$ cat config.mk
export PLATFORM = sky130hd
export DESIGN_NAME = bcm_regs
export DESIGN_NICKNAME = d
export VERILOG_FILES = /design/src/design/bcm_pkg.sv /design/src/design/bcm_regs.sv
export VERILOG_INCLUDE_DIRS = /design/src /design/src/design
export SDC_FILE = /design/constraint.sdc
export NUM_CORES = 1
export LEC_CHECK = 0
export ABC_AREA = 1
export BUFFER_PORTS_ARGS = -buffer_cell sky130_fd_sc_hd__clkbuf_2
export CAP_MARGIN = 20
export CORE_MARGIN = 2
export CORE_UTILIZATION = 50
export CTS_CLUSTER_DIAMETER = 150
export DETAILED_ROUTE_END_ITERATION = 12
export PLACE_DENSITY = 0.78
export RECOVER_POWER = 25
export SETUP_SLACK_MARGIN = 0.5
export SLEW_MARGIN = 20
export SYNTH_ARGS = -nofsm -noshare
export SYNTH_HDL_FRONTEND = slang
export SYNTH_SLANG_ARGS = --single-unit
$ cat constraint.sdc
create_clock -name clock_i -period 3.6 [get_ports clock_i]
set_input_delay 0.72 -clock clock_i [delete_from_list [all_inputs] [get_ports clock_i]]
set_output_delay 0.72 -clock clock_i [all_outputs]
set_load 0.005 [all_outputs]
$ cat src/design/bcm_consts.svh
/*
 Offsets, field positions, reset values and fixed codes of the bridge
 configuration slice. Assumes 8-bit byte addresses on a 32-bit register port.
*/
`ifndef BCM_CONSTS_SVH
`define BCM_CONSTS_SVH

`define BCM_ADDR_W 8
`define BCM_DATA_W 32

`define BCM_OFF_STRAP 8'hC8
`define BCM_OFF_GPIO 8'hD8
`define BCM_OFF_EE 8'hDC
`define BCM_OFF_CAP 8'hE0

`define BCM_STRAP_W 14
`define BCM_STRAP_RST 14'h0000
`define BCM_STRAP_SETTLE 2'h2

`define BCM_GPIO_N 8
`define BCM_GPIO_IN_LO 0
`define BCM_GPIO_DIR_LO 8
`define BCM_GPIO_OUT_LO 16
`define BCM_GPIO_RST 8'h00

`define BCM_EE_START_BIT 0
`define BCM_EE_PRELOAD_BIT 2
`define BCM_EE_OP_LO 3
`define BCM_EE_OP_W 2
`define BCM_EE_ADDR_LO 5
`define BCM_EE_ADDR_W 11
`define BCM_EE_DATA_LO 16
`define BCM_EE_DATA_W 16
`define BCM_EE_OP_RST 2'h0
`define BCM_EE_ADDR_RST 11'h000
`define BCM_EE_DATA_RST 16'h0000
`define BCM_EE_OP_WRITE 2'h1
`define BCM_EE_OP_READ 2'h2

`define BCM_CAP_ID 8'h10
`define BCM_CAP_NEXT 8'h00
`define BCM_CAP_VER 4'h1
`define BCM_CAP_TYPE 4'h1
`define BCM_CAP_SLOT 1'h0
`define BCM_CAP_MSG 5'h00
`define BCM_CAP_RSVD 2'h0

`define BCM_ZERO32 32'h0000_0000

`endif

$ cat src/design/bcm_pkg.sv
/*
 Types of the bridge configuration slice.
 Assumes bcm_consts.svh is included by the modules that need constants.
*/
package bcm_pkg;

    typedef enum logic [1:0] {
        BCM_EE_IDLE = 2'h0,
        BCM_EE_BUSY = 2'h1
    } bcm_ee_state_t;

endpackage : bcm_pkg

$ cat src/design/bcm_regs.sv
/*
 Bridge configuration slice: strap status, GPIO control, EEPROM access
 control and the fixed capability header, behind a plain register port.
 Assumes strap and GPIO pins are asynchronous, and that the EEPROM serial
 engine and the auto-load sequencer run on clock_i and pulse their done.
*/
// What this block does
// - Strap bits 0,1 show low/high drive straps
// - Bits 5:2 current, 9:6 de-emphasis straps
// - Bits 11:10 rx, 13:12 tx termination straps
// - Straps default to pins; auto-load overrides
// - GPIO input bits return present pin levels
// - Direction bits choose input or output per pin
// - Output bits drive pins set as outputs
// - Writing start launches one EEPROM cycle when idle with opcode 01b or 10b
// - Opcode 01b write, 10b read, others reserved
// - Address 15:5 and write data 31:16 held
// - Capability ID reads constant 10h
// - Next capability pointer reads 00h
// - Capability version reads 0001b
// - Device/port type reads 1h, legacy endpoint
// - Slot bit and message number read zero
`timescale 1ns/10ps
`include "bcm_consts.svh"

module bcm_regs
    import bcm_pkg::*;
(
    input wire logic clock_i,
    input wire logic nrst_i,
    input wire logic [`BCM_ADDR_W-1:0] addr_i,
    input wire logic [`BCM_DATA_W-1:0] wdata_i,
    input wire logic wr_i,
    input wire logic rd_i,
    output logic [`BCM_DATA_W-1:0] rdata_o,
    input wire logic low_drive_strap_i,
    input wire logic high_drive_strap_i,
    input wire logic [3:0] tx_current_straps_i,
    input wire logic [3:0] tx_deemphasis_straps_i,
    input wire logic [1:0] rx_termination_straps_i,
    input wire logic [1:0] tx_termination_straps_i,
    input wire logic autoload_done_i,
    input wire logic [`BCM_STRAP_W-1:0] autoload_straps_i,
    input wire logic [`BCM_GPIO_N-1:0] gpio_i,
    output logic [`BCM_GPIO_N-1:0] gpio_o,
    output logic [`BCM_GPIO_N-1:0] gpio_oe_o,
    output logic ee_start_o,
    output logic [`BCM_EE_OP_W-1:0] ee_op_o,
    output logic [`BCM_EE_ADDR_W-1:0] ee_addr_o,
    output logic [`BCM_EE_DATA_W-1:0] ee_wdata_o,
    output logic ee_preload_o,
    output logic ee_busy_o,
    input wire logic ee_done_i
);

    logic [`BCM_STRAP_W-1:0] strap_pins;
    logic [`BCM_STRAP_W-1:0] strap_s1_r;
    logic [`BCM_STRAP_W-1:0] strap_s2_r;
    logic [`BCM_STRAP_W-1:0] strap_r;
    logic [1:0] settle_r;
    logic strap_held_r;
    logic [`BCM_GPIO_N-1:0] gpio_s1_r;
    logic [`BCM_GPIO_N-1:0] gpio_in_r;
    logic [`BCM_GPIO_N-1:0] gpio_dir_r;
    logic [`BCM_GPIO_N-1:0] gpio_out_r;
    logic ee_start_r;
    logic ee_preload_r;
    logic [`BCM_EE_OP_W-1:0] ee_op_r;
    logic [`BCM_EE_ADDR_W-1:0] ee_addr_r;
    logic [`BCM_EE_DATA_W-1:0] ee_data_r;
    logic ee_pulse_r;
    bcm_ee_state_t ee_state_r;
    bcm_ee_state_t ee_state_nxt;
    logic [`BCM_DATA_W-1:0] rdata_nxt;
    logic [`BCM_DATA_W-1:0] rdata_r;
    logic wr_gpio;
    logic wr_ee;
    logic [`BCM_EE_OP_W-1:0] wr_op;
    logic op_valid;
    logic launch;

    assign wr_gpio = wr_i && (addr_i == `BCM_OFF_GPIO);
    assign wr_ee = wr_i && (addr_i == `BCM_OFF_EE);
    assign wr_op = wdata_i[`BCM_EE_OP_LO +: `BCM_EE_OP_W];
    assign op_valid = (wr_op == `BCM_EE_OP_WRITE) || (wr_op == `BCM_EE_OP_READ);
    // Reserved opcodes are held in ee_op_r but never start the serial engine
    assign launch = wr_ee && wdata_i[`BCM_EE_START_BIT] && op_valid
                    && (ee_state_r == BCM_EE_IDLE);

    assign strap_pins = {tx_termination_straps_i, rx_termination_straps_i,
                         tx_deemphasis_straps_i, tx_current_straps_i,
                         high_drive_strap_i, low_drive_strap_i};

    // Strap pins are asynchronous to the core clock
    // Only the second stage feeds the capture, never the first
    always_ff @(posedge clock_i or negedge nrst_i)
    begin
        if (!nrst_i)
        begin
            strap_s1_r <= `BCM_STRAP_RST;
            strap_s2_r <= `BCM_STRAP_RST;
        end
        else
        begin
            strap_s1_r <= strap_pins;
            strap_s2_r <= strap_s1_r;
        end
    end

    // Pins are caught once, after the synchroniser has filled; an auto-load
    // that finishes later replaces them and always wins
    always_ff @(posedge clock_i or negedge nrst_i)
    begin
        if (!nrst_i)
        begin
            strap_r <= `BCM_STRAP_RST;
            settle_r <= 2'h0;
            strap_held_r <= 1'b0;
        end
        else if (autoload_done_i)
        begin
            strap_r <= autoload_straps_i;
            strap_held_r <= 1'b1;
        end
        else if (!strap_held_r)
        begin
            if (settle_r == `BCM_STRAP_SETTLE)
            begin
                strap_r <= strap_s2_r;
                strap_held_r <= 1'b1;
            end
            else
            begin
                settle_r <= settle_r + 2'h1;
            end
        end
    end

    genvar gi;
    generate
        for (gi = 0; gi < `BCM_GPIO_N; gi++)
        begin : g_gpio
            always_ff @(posedge clock_i or negedge nrst_i)
            begin
                if (!nrst_i)
                begin
                    gpio_s1_r[gi] <= 1'b0;
                    gpio_in_r[gi] <= 1'b0;
                end
                else
                begin
                    gpio_s1_r[gi] <= gpio_i[gi];
                    gpio_in_r[gi] <= gpio_s1_r[gi];
                end
            end

            always_ff @(posedge clock_i or negedge nrst_i)
            begin
                if (!nrst_i)
                begin
                    gpio_dir_r[gi] <= 1'b0;
                    gpio_out_r[gi] <= 1'b0;
                end
                else if (wr_gpio)
                begin
                    gpio_dir_r[gi] <= wdata_i[`BCM_GPIO_DIR_LO + gi];
                    gpio_out_r[gi] <= wdata_i[`BCM_GPIO_OUT_LO + gi];
                end
            end
        end
    endgenerate

    // The level is always held, but only reaches the pin while enabled
    assign gpio_o = gpio_out_r;
    assign gpio_oe_o = gpio_dir_r;

    always_comb
    begin
        ee_state_nxt = ee_state_r;
        case (ee_state_r)
            BCM_EE_IDLE:
            begin
                if (launch)
                begin
                    ee_state_nxt = BCM_EE_BUSY;
                end
            end
            BCM_EE_BUSY:
            begin
                if (ee_done_i)
                begin
                    ee_state_nxt = BCM_EE_IDLE;
                end
            end
            default:
            begin
                ee_state_nxt = BCM_EE_IDLE;
            end
        endcase
    end

    always_ff @(posedge clock_i or negedge nrst_i)
    begin
        if (!nrst_i)
        begin
            ee_state_r <= BCM_EE_IDLE;
        end
        else
        begin
            ee_state_r <= ee_state_nxt;
        end
    end

    // Start stays set for the whole cycle so software can poll it
    always_ff @(posedge clock_i or negedge nrst_i)
    begin
        if (!nrst_i)
        begin
            ee_start_r <= 1'b0;
            ee_pulse_r <= 1'b0;
        end
        else
        begin
            ee_pulse_r <= launch;
            if (launch)
            begin
                ee_start_r <= 1'b1;
            end
            else if (ee_done_i && ee_state_r == BCM_EE_BUSY)
            begin
                ee_start_r <= 1'b0;
            end
        end
    end

    // Fields are frozen while a cycle runs so the engine sees stable values
    always_ff @(posedge clock_i or negedge nrst_i)
    begin
        if (!nrst_i)
        begin
            ee_preload_r <= 1'b0;
            ee_op_r <= `BCM_EE_OP_RST;
            ee_addr_r <= `BCM_EE_ADDR_RST;
            ee_data_r <= `BCM_EE_DATA_RST;
        end
        else if (wr_ee && ee_state_r == BCM_EE_IDLE)
        begin
            ee_preload_r <= wdata_i[`BCM_EE_PRELOAD_BIT];
            ee_op_r <= wr_op;
            ee_addr_r <= wdata_i[`BCM_EE_ADDR_LO +: `BCM_EE_ADDR_W];
            ee_data_r <= wdata_i[`BCM_EE_DATA_LO +: `BCM_EE_DATA_W];
        end
    end

    assign ee_start_o = ee_pulse_r;
    assign ee_op_o = ee_op_r;
    assign ee_addr_o = ee_addr_r;
    assign ee_wdata_o = ee_data_r;
    assign ee_preload_o = ee_preload_r;
    assign ee_busy_o = ee_start_r;

    always_comb
    begin
        // Unmapped offsets and reserved fields fall through as zero
        rdata_nxt = `BCM_ZERO32;
        case (addr_i)
            `BCM_OFF_STRAP:
            begin
                rdata_nxt[`BCM_STRAP_W-1:0] = strap_r;
            end
            `BCM_OFF_GPIO:
            begin
                rdata_nxt[`BCM_GPIO_IN_LO +: `BCM_GPIO_N] = gpio_in_r;
                rdata_nxt[`BCM_GPIO_DIR_LO +: `BCM_GPIO_N] = gpio_dir_r;
                rdata_nxt[`BCM_GPIO_OUT_LO +: `BCM_GPIO_N] = gpio_out_r;
            end
            `BCM_OFF_EE:
            begin
                rdata_nxt[`BCM_EE_START_BIT] = ee_start_r;
                rdata_nxt[`BCM_EE_PRELOAD_BIT] = ee_preload_r;
                rdata_nxt[`BCM_EE_OP_LO +: `BCM_EE_OP_W] = ee_op_r;
                rdata_nxt[`BCM_EE_ADDR_LO +: `BCM_EE_ADDR_W] = ee_addr_r;
                rdata_nxt[`BCM_EE_DATA_LO +: `BCM_EE_DATA_W] = ee_data_r;
            end
            `BCM_OFF_CAP:
            begin
                rdata_nxt = {`BCM_CAP_RSVD, `BCM_CAP_MSG, `BCM_CAP_SLOT,
                             `BCM_CAP_TYPE, `BCM_CAP_VER,
                             `BCM_CAP_NEXT, `BCM_CAP_ID};
            end
            default:
            begin
                rdata_nxt = `BCM_ZERO32;
            end
        endcase
    end

    // Read data stand only in the cycle after the strobe
    always_ff @(posedge clock_i or negedge nrst_i)
    begin
        if (!nrst_i)
        begin
            rdata_r <= `BCM_ZERO32;
        end
        else if (rd_i)
        begin
            rdata_r <= rdata_nxt;
        end
        else
        begin
            rdata_r <= `BCM_ZERO32;
        end
    end

    assign rdata_o = rdata_r;
endmodule : bcm_regs

==> metrics.txt, run 1 <==
status finished, violations left; failing checks max-capacitance violations, max-slew violations; # IOs 162; top routing layer in use met4; kind of end point of the critical path asynchronous set/reset pin; die footprint around 0.012 sq mm; count of hold-fix buffers inserted at cts 0; Critical Path Source Type input pin; ordered list of cells on the worst path clkbuf_2; critical register-to-register path startpoint ee_state_r[0]; category of the most critical setup path in -> async; sequential share of the synthesized area 65.7%; cell count after synthesis 540; DR DRC count 0; CP bufs+invs 1; share of cells above drive strength 1 30.9%; Hold Path Cell Cnt 1; Resized cells post-CTS 0; unrepaired setup endpoints after global routing no; Register-to-Register Path Depth 5; count of port buffers added during placement 160; launch point of the critical path nrst_i; number of vias in the routed layout 4288; max-cap violation count 1; logic depth of the worst path, buffers included 1; total congestion overflow 0; total nets after synthesis 623; final WL 13300 microns; Placed Instances a little over 800; Initial DRT Pass Iterations 5; slowest cell delay on critical path roughly 1.7 ns; largest net degree at the start of global routing 103; Sum Neg Setup Slack 0 ns; Seq cells post-synth 142; antenna diode count 0; weighted congestion reported at the end of routability-driven placement 0.829; total clock buffers created by CTS 17; global routing usage summed across all routing layers approximately a quarter; clock latency on the worst-skew pair just over 0.5 ns; Post-synth ARST share between 90% and 100%; IR Drop Worst-Case VDD 0.000352 V; Max Fclk 0.419 GHz; setup violation total in the final timing report 0; kind of path behind the tightest hold check in -> reg; final critical-path required period around 2.4 ns; clock tree from TritonCTS built; buffers inserted by post-CTS timing repair 0; leakage power summed over all cells 0.00376 uW; routed wire length on met3 891 microns; Clock H-tree levels 4; Detail Route Antenna Nets 0; arrival time at the worst endpoint between 2 and 2.5 ns; Max Slew Vio Count between 100 and 150; Clock transition at path regs about 0.070 ns; commonest non-fill, non-tap cells in the layout sky130_fd_sc_hd__clkbuf_2, sky130_fd_sc_hd__dfrtp_1, sky130_fd_sc_hd__nand2_1; final net count 786; floorplan die height between 100 and 150 microns; power density over the cells 530 mW/mm^2; Starting Density 52.0%; Layout area overhead 27.3%; length of routed wiring on met1 5260 microns; clock skew ~0.0078 ns; final design utilization 66.1%; Post-synth EDFFs 0; flop-to-flop setup slack 1.70 ns; wire length per cell after detailed routing 15.6 microns; overall power after layout 3650 uW; Critical path destination gpio_o[0]; Final Hold Vio Count 0; cell type of the slowest stage on the worst timing path sky130_fd_sc_hd__clkbuf_2; number of global-route vias before repair between 4000 and 5000; number of antenna violations at the first check in global routing 0; largest buffer count on any clock path 2; RR Endpoint ee_preload_o; HPWL Detailed 9320 microns; post-route clock period utilization 66.2%; routed via count divided by cell count between 5 and 6; mean instance size in the synthesized netlist 10.0 sq um; most instantiated flip-flop cell in the synthesis netlist sky130_fd_sc_hd__dfrtp_1; worst endpoint required time between 3 and 4 ns; # clock sinks 142; yosys warns 0; most frequent standard cell in the layout excluding fill and tap cells sky130_fd_sc_hd__clkbuf_2; final standard cell count with taps included and fillers excluded 852; root buffer cell sky130_fd_sc_hd__clkbuf_8; Max FO, Critical Path 102; netlist area before placement approximately 0.0054 sq mm; wire length of the first global-routing pass roughly 21000 microns; slew of the pin with the lowest slew margin roughly 2.4 ns; Detail Route met2 WL 6850 microns; Placement Rows 37; floorplan core area 0.0104 sq mm; First DRT Iteration DRCs around 350; distinct cell type count after synthesis 25; Max-slew headroom -62.7%; die width 108 microns; cell type group with the largest total delay on the critical path buffers and inverters
## worst min path at each step
| stage | startpoint | to | slack, ns |
|---|---|---|---|
| floorplan | gpio_s1_r[0] | gpio_in_r[0] | 0.33 |
| global placement | strap_s1_r[4] | strap_s2_r[4] | 0.33 |
| detailed placement | gpio_s1_r[7] | gpio_in_r[7] | 0.33 |
| CTS | rx_termination_straps_i[1] | strap_s1_r[11] | 0.30 |
| global route | tx_deemphasis_straps_i[1] | strap_s1_r[7] | 0.29 |
| finish | rx_termination_straps_i[1] | strap_s1_r[11] | 0.31 |
## synth_stat cells (3+ instances only)
master	count	area (sq um)
sky130_fd_sc_hd__buf_2	10	50.1
sky130_fd_sc_hd__mux2i_1	11	110
sky130_fd_sc_hd__nor2_2	5	31.3
sky130_fd_sc_hd__a21oi_1	12	60.1
sky130_fd_sc_hd__o211ai_1	3	22.5
sky130_fd_sc_hd__clkbuf_1	5	18.8
sky130_fd_sc_hd__o21ai_0	28	140
sky130_fd_sc_hd__buf_4	3	22.5
sky130_fd_sc_hd__nand2_2	3	18.8
sky130_fd_sc_hd__nor2_1	82	308
sky130_fd_sc_hd__a21oi_2	11	96.3
sky130_fd_sc_hd__buf_6	3	33.8
sky130_fd_sc_hd__dfrtp_1	142	3550
sky130_fd_sc_hd__inv_1	60	225
sky130_fd_sc_hd__nand3_1	48	240
sky130_fd_sc_hd__o21ai_1	11	55.1
sky130_fd_sc_hd__nand2_1	94	353
## metrics by stage
step                      hold WS (ns)  setup WS (ns)  instance area (sq um)
after CTS                        0.295           1.39                   6890
after global routing             0.291          0.673                   6890
after floorplan                  0.331           1.84                   5410
final                            0.312           1.22                   6890
after global placement           0.332          0.917                   6300
after detailed placement         0.335          0.867                   6300
## worst register-to-register path, cell delays in order, from the launching register on
cell,delay [ns]
sky130_fd_sc_hd__dfrtp_1,0.41
sky130_fd_sc_hd__nor2_1,0.29
sky130_fd_sc_hd__nand2_2,0.48
sky130_fd_sc_hd__buf_4,0.42
sky130_fd_sc_hd__nor2_1,0.15
sky130_fd_sc_hd__a21oi_2,0.04
## logic make-up after synthesis
logic type / after synthesis / share of synthesized area, %
AOI/OAI and AO/OA: 65 / 6.91
xor gates and xnor gates: 2 / 0.324
adders and majority gates: 1 / 0.231
buffers and inverters: 84 / 6.73
DFF: 142 / 65.7
muxes: 11 / 2.03
and+or+nand+nor: 235 / 18.1
## layer usage
metal | vias to the layer above | track usage [%]
li1 | 2021 | -
met1 | 2059 | 29.5
met2 | 184 | 41.7
met3 | 24 | 5.18
met4 | 0 | 9.34
met5 | - | 0
## cell type report
cell class / count / area, sq um
Multi-Input combinational cell: 314 / 1490
Clock buffer: 17 / 414
Timing Repair Buffer: 166 / 846
Clock inverter: 15 / 174
Tap cell: 136 / 170
Inverter: 62 / 235
Fill cell: 828 / 3530
Sequential cell: 142 / 3550
## state kept, by name, summed over array words and instances (netlist names), 2 cells and up
register and flops:
ee_wdata_o 16, ee_addr_o 11, rdata_o 32, strap_s1_r 14
gpio_oe_o 8, strap_s2_r 14, gpio_s1_r 8, gpio_in_r 8
settle_r 2, strap_r 14, ee_op_o 2, gpio_o 8
## power by group
part	total [uW]	switching (uW)	internal [uW]
Combinational	210	126	83.9
Sequential	1710	39.8	1670
Clock	1730	719	1010
Total	3650	885	2760
Power figures use the tool's default switching activity.
==> inputs of run 2 (changes only) <==
--- a/config.mk
+++ b/config.mk
@@ -10,10 +10,10 @@
 export BUFFER_PORTS_ARGS = -buffer_cell sky130_fd_sc_hd__clkbuf_2
 export CAP_MARGIN = 20
 export CORE_MARGIN = 2
-export CORE_UTILIZATION = 50
+export CORE_UTILIZATION = 46
 export CTS_CLUSTER_DIAMETER = 150
 export DETAILED_ROUTE_END_ITERATION = 12
-export PLACE_DENSITY = 0.78
+export PLACE_DENSITY = 0.75
 export RECOVER_POWER = 25
 export SETUP_SLACK_MARGIN = 0.5
 export SLEW_MARGIN = 20
==> constraint.sdc (replaced) <==
create_clock -name clock_i -period 2.1 [get_ports clock_i]
set_input_delay 0.42 -clock clock_i [delete_from_list [all_inputs] [get_ports clock_i]]
set_output_delay 0.42 -clock clock_i [all_outputs]
set_load 0.005 [all_outputs]
==> metrics.txt, run 2 (synthesis gave the netlist of run 1 again) <==
status finished, final reports clean (was finished, violations left); HPWL Detailed 8910 microns (was 9320 microns); kind of path behind the tightest hold check in -> reg (unchanged); Max Slew Vio Count 0 (was 103); Max FO, Critical Path 3 (was 102); Clock H-tree levels 4 (unchanged); Initial DRT Pass Iterations 5 (unchanged); critical register-to-register path startpoint ee_state_r[0] (unchanged); slowest cell delay on critical path 0.42 ns (was 1.69 ns); worst endpoint required time 1.68 ns (was 3.71 ns); min-delay src gpio_i[3] (was rx_termination_straps_i[1]); # clock sinks 142 (unchanged); Clock transition at path regs 0.06 ns (was 0.07 ns); slew of the pin with the lowest slew margin 0.497 ns (was 2.44 ns); root buffer cell sky130_fd_sc_hd__clkbuf_16 (was sky130_fd_sc_hd__clkbuf_8); final design utilization 61.1% (was 66.1%); arrival time at the worst endpoint 0.99 ns (was 2.49 ns); leakage power summed over all cells 0.00382 uW (was 0.00376 uW); met2 usage 33.2% (was 41.7%); max-cap violation count 0 (was 1); floorplan core area 0.0115 sq mm (was 0.0104 sq mm); Final Hold Vio Count 0 (unchanged); global routing usage summed across all routing layers 21.4% (was 24.1%); # fillers 937 (was 828); die width 112 microns (was 108 microns); most frequent standard cell in the layout excluding fill and tap cells sky130_fd_sc_hd__clkbuf_2 (unchanged); met1 usage 28.7% (was 29.5%); final critical-path required period 1.41 ns; setup violation total in the final timing report 0 (unchanged); total congestion overflow 0 (unchanged); number of global-route vias before repair 4301 (was 4427); Placement Rows 39 (was 37); Detail Route Antenna Nets 0 (unchanged); Max Fclk approximately 0.7 GHz; # IOs 162 (unchanged); final net count 794 (was 786); commonest non-fill, non-tap cells in the layout sky130_fd_sc_hd__clkbuf_2, sky130_fd_sc_hd__dfrtp_1, sky130_fd_sc_hd__nand2_1 (unchanged); launch point of the critical path ee_busy_o (was nrst_i); clock latency on the worst-skew pair 0.41 ns (was 0.51 ns); Max-slew headroom 66.9% (was -62.7%); clock skew 0.00446 ns (was 0.00778 ns); die footprint 0.0126 sq mm (was 0.0117 sq mm); buffers inserted by post-CTS timing repair 0 (unchanged); number of vias in the routed layout 4253 (was 4288); grt met3 use 6.43% (was 5.18%); weighted congestion reported at the end of routability-driven placement 0.854 (was 0.829); Starting Density 47.2% (was 52.0%); wire length per cell after detailed routing 14.7 microns (was 15.6 microns); First DRT Iteration DRCs 408 (was 352); DR DRC count 0 (unchanged); clock tree from TritonCTS built (unchanged); count of port buffers added during placement 160 (unchanged); number of antenna violations at the first check in global routing 1 (was 0); kind of end point of the critical path output pin (was asynchronous set/reset pin); largest buffer count on any clock path 2 (unchanged); most crowded layer after global routing met2 (unchanged); number of flip-flops in the largest register 32 (unchanged); largest net degree at the start of global routing 59 (was 103); cell type of the slowest stage on the worst timing path sky130_fd_sc_hd__dfrtp_1 (was sky130_fd_sc_hd__clkbuf_2); CP bufs+invs 1 (unchanged); Layout area overhead 29.6% (was 27.3%); Critical Path Source Type flop (was input pin); wire length of the first global-routing pass 21200 microns (about the same); floorplan die height 112 microns (was 108 microns); power density over the cells 910 mW/mm^2 (was 530 mW/mm^2); post-route clock period utilization between 60% and 70%; unrepaired setup endpoints after global routing no (unchanged); category of the most critical setup path reg -> out (was in -> async); IR Drop Worst-Case VDD 0.000664 V (was 0.000352 V); ordered list of cells on the worst path clkbuf_2 (unchanged); share of cells above drive strength 1 30.8% (was 30.9%); final WL 12800 microns (was 13300 microns); cell type group with the largest total delay on the critical path flip-flops (was buffers and inverters); total clock buffers created by CTS 17 (unchanged); routed via count divided by cell count 4.91 (was 5.03); Sum Neg Setup Slack 0 ns (unchanged)
==> run 2: stage by stage <==
stage	area, sq um	setup WS (ns)	std cells	power (uW)	hold slack, ns
after CTS	7010	0.600	866	6440	0.0984
after global routing	7010	0.550	867	6630	0.0963
after floorplan	5410	0.638	540	3100	0.124
final	7010	0.694	867	6380	0.113
after global placement	6380	0.245	834	3330	0.332
after detailed placement	6380	0.171	834	3340	0.335
==> run 2: where the power goes <==
part / switching, uW / total [uW] / internal, uW
logic: 214 / 369 / 154
registers: 66.6 / 2930 / 2860
clock network: 1100 / 3080 / 1990
total: 1380 / 6380 / 5000
==> run 2: worst paths after layout <==
path                             endpoint  cells after the start  slack [ns]
setup / recovery                ee_busy_o                      1        0.69
max in group asynchronous      rdata_o[4]                      3        0.84
hold / removal               gpio_s1_r[3]                      1        0.11
min in group asynchronous    ee_addr_o[8]                      2        0.58
setup reg to reg           ee_wdata_o[12]                      5        0.70
hold reg to reg             strap_s2_r[1]                      0        0.35
==> run 2: per-layer routing <==
layer  vias to the layer above  share of wire [%]
met4                         0                1.2
met3                        19                8.5
met5                         -                  0
met2                       217                 47
li1                       2035                  -
met1                      1982                 43
==> run 2: area by class of cell <==
type	count	area, sq um	area share, %
inverter	62	235	3.35
clock buffer	22	484	6.91
clock inverter	9	134	1.91
tap	143	179	2.55
timing repair buffer	174	932	13.3
sequential	142	3550	50.7
antenna	1	2.50	0.0357
multi-input combinational	314	1490	21.3
==> run 2: what timing repair did <==
action | CTS | global route
hold endpoints to repair | 51 | 0
hold buffers | 1 | 0
gates resized for setup | 0 | 2
endpoints found under the setup margin | 0 | 9
